--- config.mk ---
export PLATFORM = sky130hd
export DESIGN_NAME = vic_controller
export DESIGN_NICKNAME = d
export VERILOG_FILES = /design/src/pkg/vic_pkg.sv /design/src/rtl/vic_controller.sv
export SDC_FILE = /design/constraint.sdc
export NUM_CORES = 1
export LEC_CHECK = 0
export BUFFER_PORTS_ARGS = -buffer_cell sky130_fd_sc_hd__buf_2
export CORE_MARGIN = 4
export CORE_UTILIZATION = 44
export DETAILED_ROUTE_END_ITERATION = 6
export PLACE_DENSITY = 0.77
export SYNTH_ARGS = -nofsm -noshare
export SYNTH_HDL_FRONTEND = slang
export SYNTH_SLANG_ARGS = --single-unit
--- constraint.sdc ---
create_clock -name core_clk -period 1.6 [get_ports core_clk]
set_input_delay 0.48 -clock core_clk [delete_from_list [all_inputs] [get_ports core_clk]]
set_output_delay 0.48 -clock core_clk [all_outputs]
set_load 0.1 [all_outputs]
--- src/pkg/vic_pkg.sv ---
package vic_pkg;
  // register byte offsets
  localparam logic [7:0] OFS_CTRL_A = 8'h00;
  localparam logic [7:0] OFS_CTRL_B = 8'h04;
  localparam logic [7:0] OFS_MF_A   = 8'h08;
  localparam logic [7:0] OFS_MF_B   = 8'h0c;
  localparam logic [7:0] OFS_EDGE   = 8'h10;
  localparam logic [7:0] OFS_STATUS = 8'h14;
  // main source indices, lowest index is highest priority
  localparam int NUM_MAIN = 6;
  localparam int NUM_SUB  = 7;
  localparam int SRC_EXT_A = 0;
  localparam int SRC_EXT_B = 1;
  localparam int SRC_TMR_A = 2;
  localparam int SRC_TMR_B = 3;
  localparam int SRC_SER   = 4;
  localparam int SRC_MF    = 5;
  // vector table
  localparam logic [7:0] VECTOR [NUM_MAIN] = '{8'h04, 8'h08, 8'h0c, 8'h10, 8'h14, 8'h18};
  // field positions
  localparam int GLOBAL_EN_BIT = 0;
  localparam int CTRL_A_EN_LSB = 1;
  localparam int CTRL_A_FL_LSB = 4;
  localparam int CTRL_B_EN_LSB = 0;
  localparam int CTRL_B_FL_LSB = 4;
  localparam int MF_A_EN_LSB   = 0;
  localparam int MF_A_FL_LSB   = 4;
  localparam int MF_B_EN_LSB   = 0;
  localparam int MF_B_FL_LSB   = 4;
  // reset values
  localparam logic [NUM_MAIN-1:0] MAIN_RST = 6'h00;
  localparam logic [NUM_SUB-1:0]  SUB_RST  = 7'h00;
  localparam logic [3:0]          EDGE_RST = 4'h0;
  // edge select codes
  localparam logic [1:0] EDGE_OFF  = 2'h0;
  localparam logic [1:0] EDGE_RISE = 2'h1;
  localparam logic [1:0] EDGE_FALL = 2'h2;
  localparam logic [1:0] EDGE_BOTH = 2'h3;

  // internal and pin events, one-cycle pulses or pin levels
  typedef struct packed {
    logic timerAOvf;
    logic timerBOvf;
    logic serialDone;
    logic convDone;
    logic timebaseATick;
    logic timebaseBTick;
    logic cmpEvent;
    logic eepromDone;
    logic lowVoltEvent;
    logic extIrqPinA;
    logic extIrqPinB;
    logic periphIrqPin;
  } vic_src_t;

  // requests to the core sequencer
  typedef struct packed {
    logic        pcLoad;
    logic [15:0] pcLoadValue;
    logic        stackPush;
    logic [15:0] stackPushData;
    logic        stackPop;
  } vic_cpu_t;
endpackage

--- src/rtl/vic_controller.sv ---
module vic_controller #(
  parameter int ADDR_W = 8,
  parameter int PC_W   = 12
) (
  input  wire logic              core_clk,
  input  wire logic              reset_n,
  input  wire logic              psel,
  input  wire logic              penable,
  input  wire logic              pwrite,
  input  wire logic [ADDR_W-1:0] paddr,
  input  wire logic [31:0]       pwdata,
  output logic [31:0]            prdata,
  output logic                   pready,
  output logic                   pslverr,
  input  wire vic_pkg::vic_src_t src,
  input  wire logic              corePhasePulse,
  input  wire logic              stackFull,
  input  wire logic              returnFromInterrupt,
  input  wire logic [PC_W-1:0]   pcNext,
  input  wire logic [PC_W-1:0]   stackTopData,
  output vic_pkg::vic_cpu_t      cpu
);
  localparam int NM = vic_pkg::NUM_MAIN;
  localparam int NS = vic_pkg::NUM_SUB;

  logic          globalEn_q;
  logic [NM-1:0] mainEn_q;
  logic [NM-1:0] mainFlag_q;
  logic [NS-1:0] subEn_q;
  logic [NS-1:0] subFlag_q;
  logic [3:0]    edgeSel_q;
  logic [2:0]    pinPrev_q;
  logic [7:0]    lastVector_q;
  logic          pready_q;
  logic          pslverr_q;
  logic [31:0]   prdata_q;
  vic_pkg::vic_cpu_t cpu_q;

  logic          wrEn;
  logic          wrCtrlA;
  logic          wrCtrlB;
  logic          wrMfA;
  logic          wrMfB;
  logic          wrEdge;
  logic [7:0]    wByte;
  logic          pinARise;
  logic          pinAFall;
  logic          pinBRise;
  logic          pinBFall;
  logic [NS-1:0] subEvent;
  logic [NS-1:0] subSet;
  logic [NM-1:0] mainSet;
  logic [NM-1:0] mainWrEn;
  logic [NM-1:0] mainWrVal;
  logic [NM-1:0] pendEn;
  logic [NM-1:0] serviceClr;
  logic [2:0]    winner;
  logic          takeNow;
  logic          mapped;
  logic [7:0]    rdByte;

  assign prdata  = prdata_q;
  assign pready  = pready_q;
  assign pslverr = pslverr_q;
  assign cpu     = cpu_q;

  // apb write strobes, taken at the access edge only
  assign wrEn    = psel && penable && pready_q && pwrite;
  assign wByte   = pwdata[7:0];
  assign wrCtrlA = wrEn && (paddr[7:0] == vic_pkg::OFS_CTRL_A);
  assign wrCtrlB = wrEn && (paddr[7:0] == vic_pkg::OFS_CTRL_B);
  assign wrMfA   = wrEn && (paddr[7:0] == vic_pkg::OFS_MF_A);
  assign wrMfB   = wrEn && (paddr[7:0] == vic_pkg::OFS_MF_B);
  assign wrEdge  = wrEn && (paddr[7:0] == vic_pkg::OFS_EDGE);

  // pin edge detection against the previous sample
  assign pinARise = src.extIrqPinA && !pinPrev_q[0];
  assign pinAFall = !src.extIrqPinA && pinPrev_q[0];
  assign pinBRise = src.extIrqPinB && !pinPrev_q[1];
  assign pinBFall = !src.extIrqPinB && pinPrev_q[1];

  // sub-source events in register bit order
  assign subEvent = {src.lowVoltEvent, src.eepromDone, src.cmpEvent,
                     !src.periphIrqPin && pinPrev_q[2],
                     src.timebaseBTick, src.timebaseATick, src.convDone};
  assign subSet   = subEvent & subEn_q;

  // main source set requests
  always_comb begin
    mainSet = '0;
    mainSet[vic_pkg::SRC_EXT_A] = ((edgeSel_q[1:0] == vic_pkg::EDGE_RISE) && pinARise) ||
                                  ((edgeSel_q[1:0] == vic_pkg::EDGE_FALL) && pinAFall) ||
                                  ((edgeSel_q[1:0] == vic_pkg::EDGE_BOTH) && (pinARise || pinAFall));
    mainSet[vic_pkg::SRC_EXT_B] = ((edgeSel_q[3:2] == vic_pkg::EDGE_RISE) && pinBRise) ||
                                  ((edgeSel_q[3:2] == vic_pkg::EDGE_FALL) && pinBFall) ||
                                  ((edgeSel_q[3:2] == vic_pkg::EDGE_BOTH) && (pinBRise || pinBFall));
    mainSet[vic_pkg::SRC_TMR_A] = src.timerAOvf;
    mainSet[vic_pkg::SRC_TMR_B] = src.timerBOvf;
    mainSet[vic_pkg::SRC_SER]   = src.serialDone;
    mainSet[vic_pkg::SRC_MF]    = |subSet;
  end

  // software write of main flags, split across the two control registers
  always_comb begin
    mainWrEn  = '0;
    mainWrVal = '0;
    for (int i = 0; i < 3; i++) begin
      mainWrEn[i]    = wrCtrlA;
      mainWrVal[i]   = wByte[vic_pkg::CTRL_A_FL_LSB + i];
      mainWrEn[i+3]  = wrCtrlB;
      mainWrVal[i+3] = wByte[vic_pkg::CTRL_B_FL_LSB + i];
    end
  end

  // fixed priority pick, lowest index first
  assign pendEn = mainFlag_q & mainEn_q;
  always_comb begin
    winner = 3'(NM - 1);
    for (int i = NM - 1; i >= 0; i--) begin
      if (pendEn[i]) begin
        winner = 3'(i);
      end
    end
  end

  // acceptance only on a phase pulse, global enable set, stack not full
  assign takeNow = corePhasePulse && globalEn_q && !stackFull && (|pendEn)
                   && !returnFromInterrupt;

  // service clears the winner flag; multifunction clears only the common flag
  always_comb begin
    serviceClr = '0;
    if (takeNow) begin
      serviceClr[winner] = 1'b1;
    end
  end

  // per-source request flags, hardware set wins
  for (genvar g = 0; g < NM; g++) begin : gMain
    always_ff @(posedge core_clk or negedge reset_n) begin
      if (!reset_n) begin
        mainFlag_q[g] <= 1'b0;
      end else if (mainSet[g]) begin
        mainFlag_q[g] <= 1'b1;
      end else if (mainWrEn[g]) begin
        mainFlag_q[g] <= mainWrVal[g];
      end else if (serviceClr[g]) begin
        mainFlag_q[g] <= 1'b0;
      end
    end
  end

  // sub-source flags, cleared only by software
  for (genvar g = 0; g < NS; g++) begin : gSub
    // flag bit and write strobe of the register holding this sub-source
    localparam int FL_BIT = (g < 4) ? vic_pkg::MF_A_FL_LSB + g : vic_pkg::MF_B_FL_LSB + g - 4;
    logic wrSub;
    assign wrSub = (g < 4) ? wrMfA : wrMfB;
    always_ff @(posedge core_clk or negedge reset_n) begin
      if (!reset_n) begin
        subFlag_q[g] <= 1'b0;
      end else if (subEvent[g]) begin
        subFlag_q[g] <= 1'b1;
      end else if (wrSub) begin
        subFlag_q[g] <= wByte[FL_BIT];
      end
    end
  end

  // global enable, cleared on acceptance; software may set it again
  always_ff @(posedge core_clk or negedge reset_n) begin
    if (!reset_n) begin
      globalEn_q <= 1'b0;
    end else if (takeNow) begin
      globalEn_q <= 1'b0;
    end else if (wrCtrlA) begin
      globalEn_q <= wByte[vic_pkg::GLOBAL_EN_BIT];
    end
  end

  // enable bits and edge select
  always_ff @(posedge core_clk or negedge reset_n) begin
    if (!reset_n) begin
      mainEn_q  <= vic_pkg::MAIN_RST;
      subEn_q   <= vic_pkg::SUB_RST;
      edgeSel_q <= vic_pkg::EDGE_RST;
    end else begin
      if (wrCtrlA) begin
        mainEn_q[2:0] <= wByte[vic_pkg::CTRL_A_EN_LSB +: 3];
      end
      if (wrCtrlB) begin
        mainEn_q[5:3] <= wByte[vic_pkg::CTRL_B_EN_LSB +: 3];
      end
      if (wrMfA) begin
        subEn_q[3:0] <= wByte[vic_pkg::MF_A_EN_LSB +: 4];
      end
      if (wrMfB) begin
        subEn_q[6:4] <= wByte[vic_pkg::MF_B_EN_LSB +: 3];
      end
      if (wrEdge) begin
        edgeSel_q <= wByte[3:0];
      end
    end
  end

  // previous pin samples for edge detection
  always_ff @(posedge core_clk or negedge reset_n) begin
    if (!reset_n) begin
      pinPrev_q <= 3'h7;
    end else begin
      pinPrev_q <= {src.periphIrqPin, src.extIrqPinB, src.extIrqPinA};
    end
  end

  // core requests: vector entry or return
  always_ff @(posedge core_clk or negedge reset_n) begin
    if (!reset_n) begin
      cpu_q        <= '0;
      lastVector_q <= 8'h00;
    end else begin
      cpu_q.pcLoad    <= takeNow || returnFromInterrupt;
      cpu_q.stackPush <= takeNow;
      cpu_q.stackPop  <= returnFromInterrupt;
      if (returnFromInterrupt) begin
        cpu_q.pcLoadValue <= 16'(stackTopData);
      end else if (takeNow) begin
        cpu_q.pcLoadValue   <= 16'(vic_pkg::VECTOR[winner]);
        cpu_q.stackPushData <= 16'(pcNext);
        lastVector_q        <= vic_pkg::VECTOR[winner];
      end
    end
  end

  // read mux, unimplemented bits zero
  always_comb begin
    mapped = 1'b1;
    rdByte = 8'h00;
    if (paddr[7:0] == vic_pkg::OFS_CTRL_A) begin
      rdByte = {1'b0, mainFlag_q[2:0], mainEn_q[2:0], globalEn_q};
    end else if (paddr[7:0] == vic_pkg::OFS_CTRL_B) begin
      rdByte = {1'b0, mainFlag_q[5:3], 1'b0, mainEn_q[5:3]};
    end else if (paddr[7:0] == vic_pkg::OFS_MF_A) begin
      rdByte = {subFlag_q[3:0], subEn_q[3:0]};
    end else if (paddr[7:0] == vic_pkg::OFS_MF_B) begin
      rdByte = {1'b0, subFlag_q[6:4], 1'b0, subEn_q[6:4]};
    end else if (paddr[7:0] == vic_pkg::OFS_EDGE) begin
      rdByte = {4'h0, edgeSel_q};
    end else if (paddr[7:0] == vic_pkg::OFS_STATUS) begin
      rdByte = lastVector_q;
    end else begin
      mapped = 1'b0;
    end
    if ((paddr >> 8) != '0 || paddr[1:0] != 2'h0) begin
      mapped = 1'b0;
      rdByte = 8'h00;
    end
  end

  // apb answer: ready in the first access cycle, no wait states
  always_ff @(posedge core_clk or negedge reset_n) begin
    if (!reset_n) begin
      pready_q  <= 1'b0;
      pslverr_q <= 1'b0;
      prdata_q  <= 32'h0000_0000;
    end else begin
      pready_q  <= psel && !penable;
      pslverr_q <= psel && !penable && !mapped;
      if (psel && !penable && !pwrite) begin
        prdata_q <= {24'h00_0000, rdByte};
      end
    end
  end
endmodule

==> flow_metrics.env, run 1 <==
export IMPL_row_count=33
export IMPL_finalCritPeriodShare_pct=107
export IMPL_fin_skew_ps=4.86
export IMPL_start_kind="register"
export IMPL_wirelength_um=10500
export IMPL_antenna_cells=0
export IMPL_synth_cell_types=59
export IMPL_hold_viol=0
export IMPL_critical_path_most_common_cell="buf_4"
export IMPL_ios=153
export IMPL_drive_gt1_share_pct=49.4
export IMPL_cpMaxStageDelayCell="dfrtp_1"
export IMPL_ir_drop_mv=0.601
export IMPL_grt_pass1_vias=3300
export IMPL_crit_path_end_kind="register"
export IMPL_synth_cell_area_um2=3820
export IMPL_grt_usage_pct=20.6
export IMPL_final_common_cell="buf_4"
export IMPL_yosysTopAreaCellShare_pct=46.5
export IMPL_pwr_density_cell_nw_per_um2=860
export IMPL_drtPass1Iterations=5
export IMPL_most_common_layout_cells="buf_4 (97), dfrtp_1 (68), buf_2 (64)"
export IMPL_die_w_um=101
export IMPL_ys_seq_elements=74
export IMPL_routedWlPerCell_um=16.9
export IMPL_numCtsBuffers=9
export IMPL_cts_hold_buf=0
export IMPL_yosysSeqAreaShare_pct=48.6
export IMPL_cts_path_max_buffers=2
export IMPL_drv_cap=0
export IMPL_clock_sinks=74
export IMPL_fmax_mhz=584
export IMPL_synthCells=347
export IMPL_io_buffers=96
export IMPL_rsz0062_at_grt="true"
export IMPL_syn2layout_area_growth_pct=38.9
export IMPL_fin_crit_ps=1710
export IMPL_leakage_uw=0.00267
export IMPL_insertion_delay_ps=350
export IMPL_syn_avg_cell_area_um2=11.0
export IMPL_path_class="register to register"
export IMPL_dieArea_um2=10200
export IMPL_ant_nets=0
export IMPL_cts_root_buf="clkbuf_8"
export IMPL_dp_cells=590
export IMPL_synth_edf_count=0
export IMPL_cp_arrival_ps=1940
export IMPL_place_ws_ps=-277
export IMPL_layout_nets=604
export IMPL_synthArstFlopShare_pct=100
export IMPL_gr_total_overflow=0
export IMPL_ys_warn_count=0
export IMPL_path_clk_slew_ps=80
export IMPL_initialDrtViolationCount=251
export IMPL_grt_pass1_wl_um=16400
export IMPL_viasPerCell=5.34
export IMPL_critPathMaxFanout=5
export IMPL_violations="setup timing"
export IMPL_final_cell_count_no_fill=625
export IMPL_critPathMaxStageDelay_ps=430
export IMPL_dpl_hpwl_um=7850
export IMPL_cts_tree="yes"
export IMPL_htreeDepth=3
export IMPL_synth_top_cells_by_area="dfrtp_1 (47%), mux2_2 (8.0%), buf_4 (6.7%), nand2_1 (4.0%), a22o_1 (2.3%)"
export IMPL_status="finished, violations left"
export IMPL_crit_required_ps=1830
export IMPL_cp_cell_sequence="a22oi_2 -> buf_4 -> a31oi_2 -> buf_4 -> o21a_1 -> a221o_1"
export IMPL_fillers=652
export IMPL_synthFlopType="dfrtp_1"
export IMPL_antenna_found_initial=0
export IMPL_drc=0
export IMPL_drv_slew=0
export IMPL_via_count=3339
export IMPL_core_area_um2=8340
export IMPL_place_congestion=0.921
export IMPL_grt_max_degree=55
export IMPL_hp_class="primary input to async pin"
export IMPL_setup_ws_ps=-111
export IMPL_synth_top_area_cell="dfrtp_1"
export IMPL_die_height_um=101
export IMPL_setup_viol=20
export IMPL_initial_core_util_pct=45.8
## registers in the layout, summed over array words and instances, names as in the netlist
| register | cells |
|---|---|
| mainFlag_q | 6 |
| pinPrev_q | 3 |
| globalEn_q | 1 |
| mainEn_q | 6 |
| pslverr | 1 |
| edgeSel_q | 4 |
| cpu | 27 |
| lastVector_q | 3 |
| subEn_q | 7 |
| pready | 1 |
| subFlag_q | 7 |
| prdata | 8 |
## metrics by stage
stage	TNS, ps	total power (µW)	area [µm²]	util (%)	hold WS (ps)
floorplan	-413	2790	3970	-	184
detailed placement	-8690	3010	4770	57.2	472
finish	-602	4560	5310	63.6	126
global placement	-7340	3000	4770	57.2	451
global route	-2060	4730	5310	63.6	142
CTS	-107	4590	5200	62.4	134
## worst paths after layout
path                               startpoint           end  slack (ps)  cells past startpoint
worst max-delay path            mainFlag_q[0]       cpu[22]        -110                      6
worst min-delay path                  reset_n       cpu[34]         130                      2
worst max register to register  mainFlag_q[0]       cpu[22]        -110                      6
worst min register to register      prdata[4]     prdata[4]         490                      2
max in group asynchronous             reset_n  pinPrev_q[0]        1170                      2
min in group core_clk                  src[0]  pinPrev_q[2]         240                      1
## power by group
part / internal, µW / leakage (µW) / switching (µW) / total, µW
clock network: 846 / 0.000112 / 706 / 1550
registers: 1930 / 0.000929 / 36.1 / 1960
logic: 231 / 0.00163 / 818 / 1050
total: 3000 / 0.00267 / 1560 / 4560
## synth_stat cells, types with 6 or more instances
master	count
buf_4	34
nand3_1	9
buf_2	7
a21oi_1	6
inv_1	12
nor2_1	15
dfrtp_1	71
a22o_1	10
mux2_2	27
nor2b_1	6
nand2_1	41
o211ai_1	6
o21ai_0	6
a211o_1	6
## critical path, delay by kind of cell, from the launching register on
kind	cells	cell delay, ps
buffers and inverters	2	360
DFF	1	430
AOI/OAI and AO/OA	4	820
## area by class of cell
cell class                      instances  area, µm²  share of cell area [%]
Clock inverter                          4       48.8                   0.920
Timing Repair Buffer                  171       1210                    22.9
Tap cell                              105        131                    2.48
Multi-Input combinational cell        247       1840                    34.7
Clock buffer                           12        165                    3.11
Inverter                               12       45.0                   0.849
Sequential cell                        74       1860                    35.1
## kinds of logic (layout without fill, tap and decap cells)
family | after synthesis | after routing | synth area share, %
AOI/OAI and AO/OA | 69 | 69 | 14.1
adders and majority gates | 5 | 5 | 1.64
buffers and inverters | 58 | 199 | 9.66
DFF | 74 | 74 | 48.6
muxes | 32 | 32 | 9.92
other | 1 | 32 | 0.0982
and+or+nand+nor | 108 | 109 | 16.1
## routing by layer
metal	up-vias	part of all wire [%]	GRT usage (%)
met5	-	0	0
met4	0	2.3	6.13
met3	22	6.6	3.79
met2	151	51	35.2
met1	1631	41	26.7
li1	1535	-	-
## timing repair
action	CTS	global route
pin swaps	11	14
cloned	0	1
resized for setup	45	11
setup buffers	12	8
endpoints found under the setup margin	50	37
Note: power is estimated with default switching activity, not from simulation.
==> inputs of run 2 (changes only) <==
Settings changed: CORE_UTILIZATION 44 to 40, PLACE_DENSITY 0.77 to 0.71.
==> run 2 against run 1 <==
Effect of this change:
- the flow still finishes with violations (setup timing)
- cell count up 2.1%
- register-to-register slack worse by 30 ps
- cell area down 0.28%
- largest cell class unchanged
- largest power group unchanged
- clock skew up 5.3 ps
- via count down 4.3%
- combinational power about the same
==> flow_metrics.env, run 2 (same netlist as run 1, synthesis figures left out) <==
export IMPL_status="finished, violations left"
export IMPL_violations="setup timing"
export IMPL_via_count=3197
export IMPL_rr_worst_depth=7
export IMPL_numCtsBuffers=9
export IMPL_antenna_cells=0
export IMPL_cts_root_buf="clkbuf_8"
export IMPL_place_congestion=0.911
export IMPL_largest_register_ffs=27
export IMPL_initial_core_util_pct=41.1
export IMPL_antenna_found_initial=0
export IMPL_row_count=35
export IMPL_path_clk_slew_ps=80
export IMPL_drc=0
export IMPL_leakage_uw=0.00262
export IMPL_rsz0062_at_grt="true"
export IMPL_initialDrtViolationCount=281
export IMPL_power_frac_comb_pct=23.5
export IMPL_drive_gt1_share_pct=47.5
export IMPL_routedWlPerCell_um=15.9
export IMPL_clock_sinks=74
export IMPL_fin_crit_ps=1740
export IMPL_hp_class="primary input to async pin"
export IMPL_setup_viol=21
export IMPL_htreeDepth=3
export IMPL_gr_total_overflow=0
export IMPL_grt_pass1_wl_um=16200
export IMPL_critPathMaxFanout=3
export IMPL_crit_required_ps=1840
export IMPL_fin_skew_ps=10.2
export IMPL_die_height_um=106
export IMPL_finalCritPeriodShare_pct=109
export IMPL_die_w_um=106
export IMPL_grt_max_degree=54
export IMPL_ir_drop_mv=0.406
export IMPL_path_class="register to register"
export IMPL_tns_ps=-809
export IMPL_fmax_mhz=574
export IMPL_pwr_density_cell_nw_per_um2=846
export IMPL_drv_cap=0
export IMPL_hold_viol=0
export IMPL_layout_nets=593
export IMPL_cp_arrival_ps=1980
export IMPL_p_clk_share_pct=32.7
export IMPL_drtPass1Iterations=5
export IMPL_ios=153
export IMPL_grt_pass1_vias=3329
export IMPL_most_common_layout_cells="buf_4 (83), dfrtp_1 (69), buf_2 (61)"
export IMPL_syn2layout_area_growth_pct=38.5
export IMPL_power_frac_seq_pct=43.8
export IMPL_viasPerCell=5.01
export IMPL_drv_slew=0
export IMPL_final_common_cell="buf_4"
export IMPL_totalPowerFinal_uw=4470
export IMPL_cts_tree="yes"
export IMPL_grt_usage_pct=18.2
export IMPL_p_int_uw=2920
export IMPL_crit_path_end_kind="register"
export IMPL_post_route_util_pct=57.0
export IMPL_ant_nets=0
export IMPL_dpl_hpwl_um=7810
export IMPL_wirelength_um=10200
export IMPL_core_area_um2=9280
export IMPL_switching_share_pct=34.6
export IMPL_insertion_delay_ps=350
export IMPL_setup_ws_ps=-142
export IMPL_io_buffers=96
export IMPL_start_kind="register"
export IMPL_p_sw_uw=1550
export IMPL_dieArea_um2=11200
export IMPL_cts_path_max_buffers=2
-- run 2: changes by cell type in the layout (fill, tap and decap cells not counted), sizes merged --
cell / before / now
buf: 171 / 159
clkbuf: 12 / 14
clkinv: 3 / 2
clkinvlp: 0 / 1
nor2: 16 / 15
-- run 2: per-layer routing --
layer / up-vias / global-route usage [%] / share of wire (%)
li1: 1520 / - / -
met1: 1524 / 22.8 / 42
met2: 130 / 30.3 / 49
met3: 23 / 3.86 / 6.8
met4: 0 / 7.59 / 2.8
met5: - / 0 / 0
-- run 2: metrics by stage --
stage	worst slack [ps]	instance area, µm²	std cells	hold WS (ps)
3_5_place_dp	-324	4840	616	462
2_1_floorplan	-135	3970	378	184
3_3_place_gp	-273	4840	616	450
6_report	-142	5290	638	127
4_1_cts	-117	5160	637	134
5_1_grt	-195	5290	638	136
-- run 2: critical path, stage by stage (launching register included) --
cell       delay [ps]
dfrtp_1           440
and2_4            170
o211ai_1          190
nand2_1           160
ha_4              280
nand2_4            60
o2bb2ai_4          70
a221o_1           250
-- run 2: final timing paths --
check / from / to / slack [ps]
max reg2reg: mainEn_q[3] / cpu[21] / -140
min: reset_n / prdata[5] / 130
min in group core_clk: src[0] / pinPrev_q[2] / 230
max in group asynchronous: reset_n / pinPrev_q[0] / 1180
max: mainEn_q[3] / cpu[21] / -140
min reg2reg: prdata[5] / prdata[5] / 480
-- run 2: repair_timing --
action,in CTS,in global routing
buffers inserted,5,1
resized for setup,32,24
pin swaps,4,15
hold buffers,0,0
setup endpoints to repair,47,36
-- run 2: final cells by class --
| type | instances | area [µm²] |
|---|---|---|
| Inverter | 12 | 47.5 |
| Timing Repair Buffer | 161 | 1180 |
| Multi-Input combinational cell | 246 | 1840 |
| Clock buffer | 12 | 145 |
| Sequential cell | 74 | 1860 |
| Clock inverter | 4 | 51.3 |
| Fill cell | 838 | 3990 |
| Tap cell | 129 | 161 |
-- run 2: power by group through the flow --
stage          Combinational, µW  Clock (µW)  Sequential, µW
6_report                    1050        1460            1960
5_1_grt                     1100        1580            1970
4_1_cts                     1040        1500            1960
3_5_place_dp                1020           0            1990
3_3_place_gp                1010           0            1990
2_1_floorplan                518           0            2270
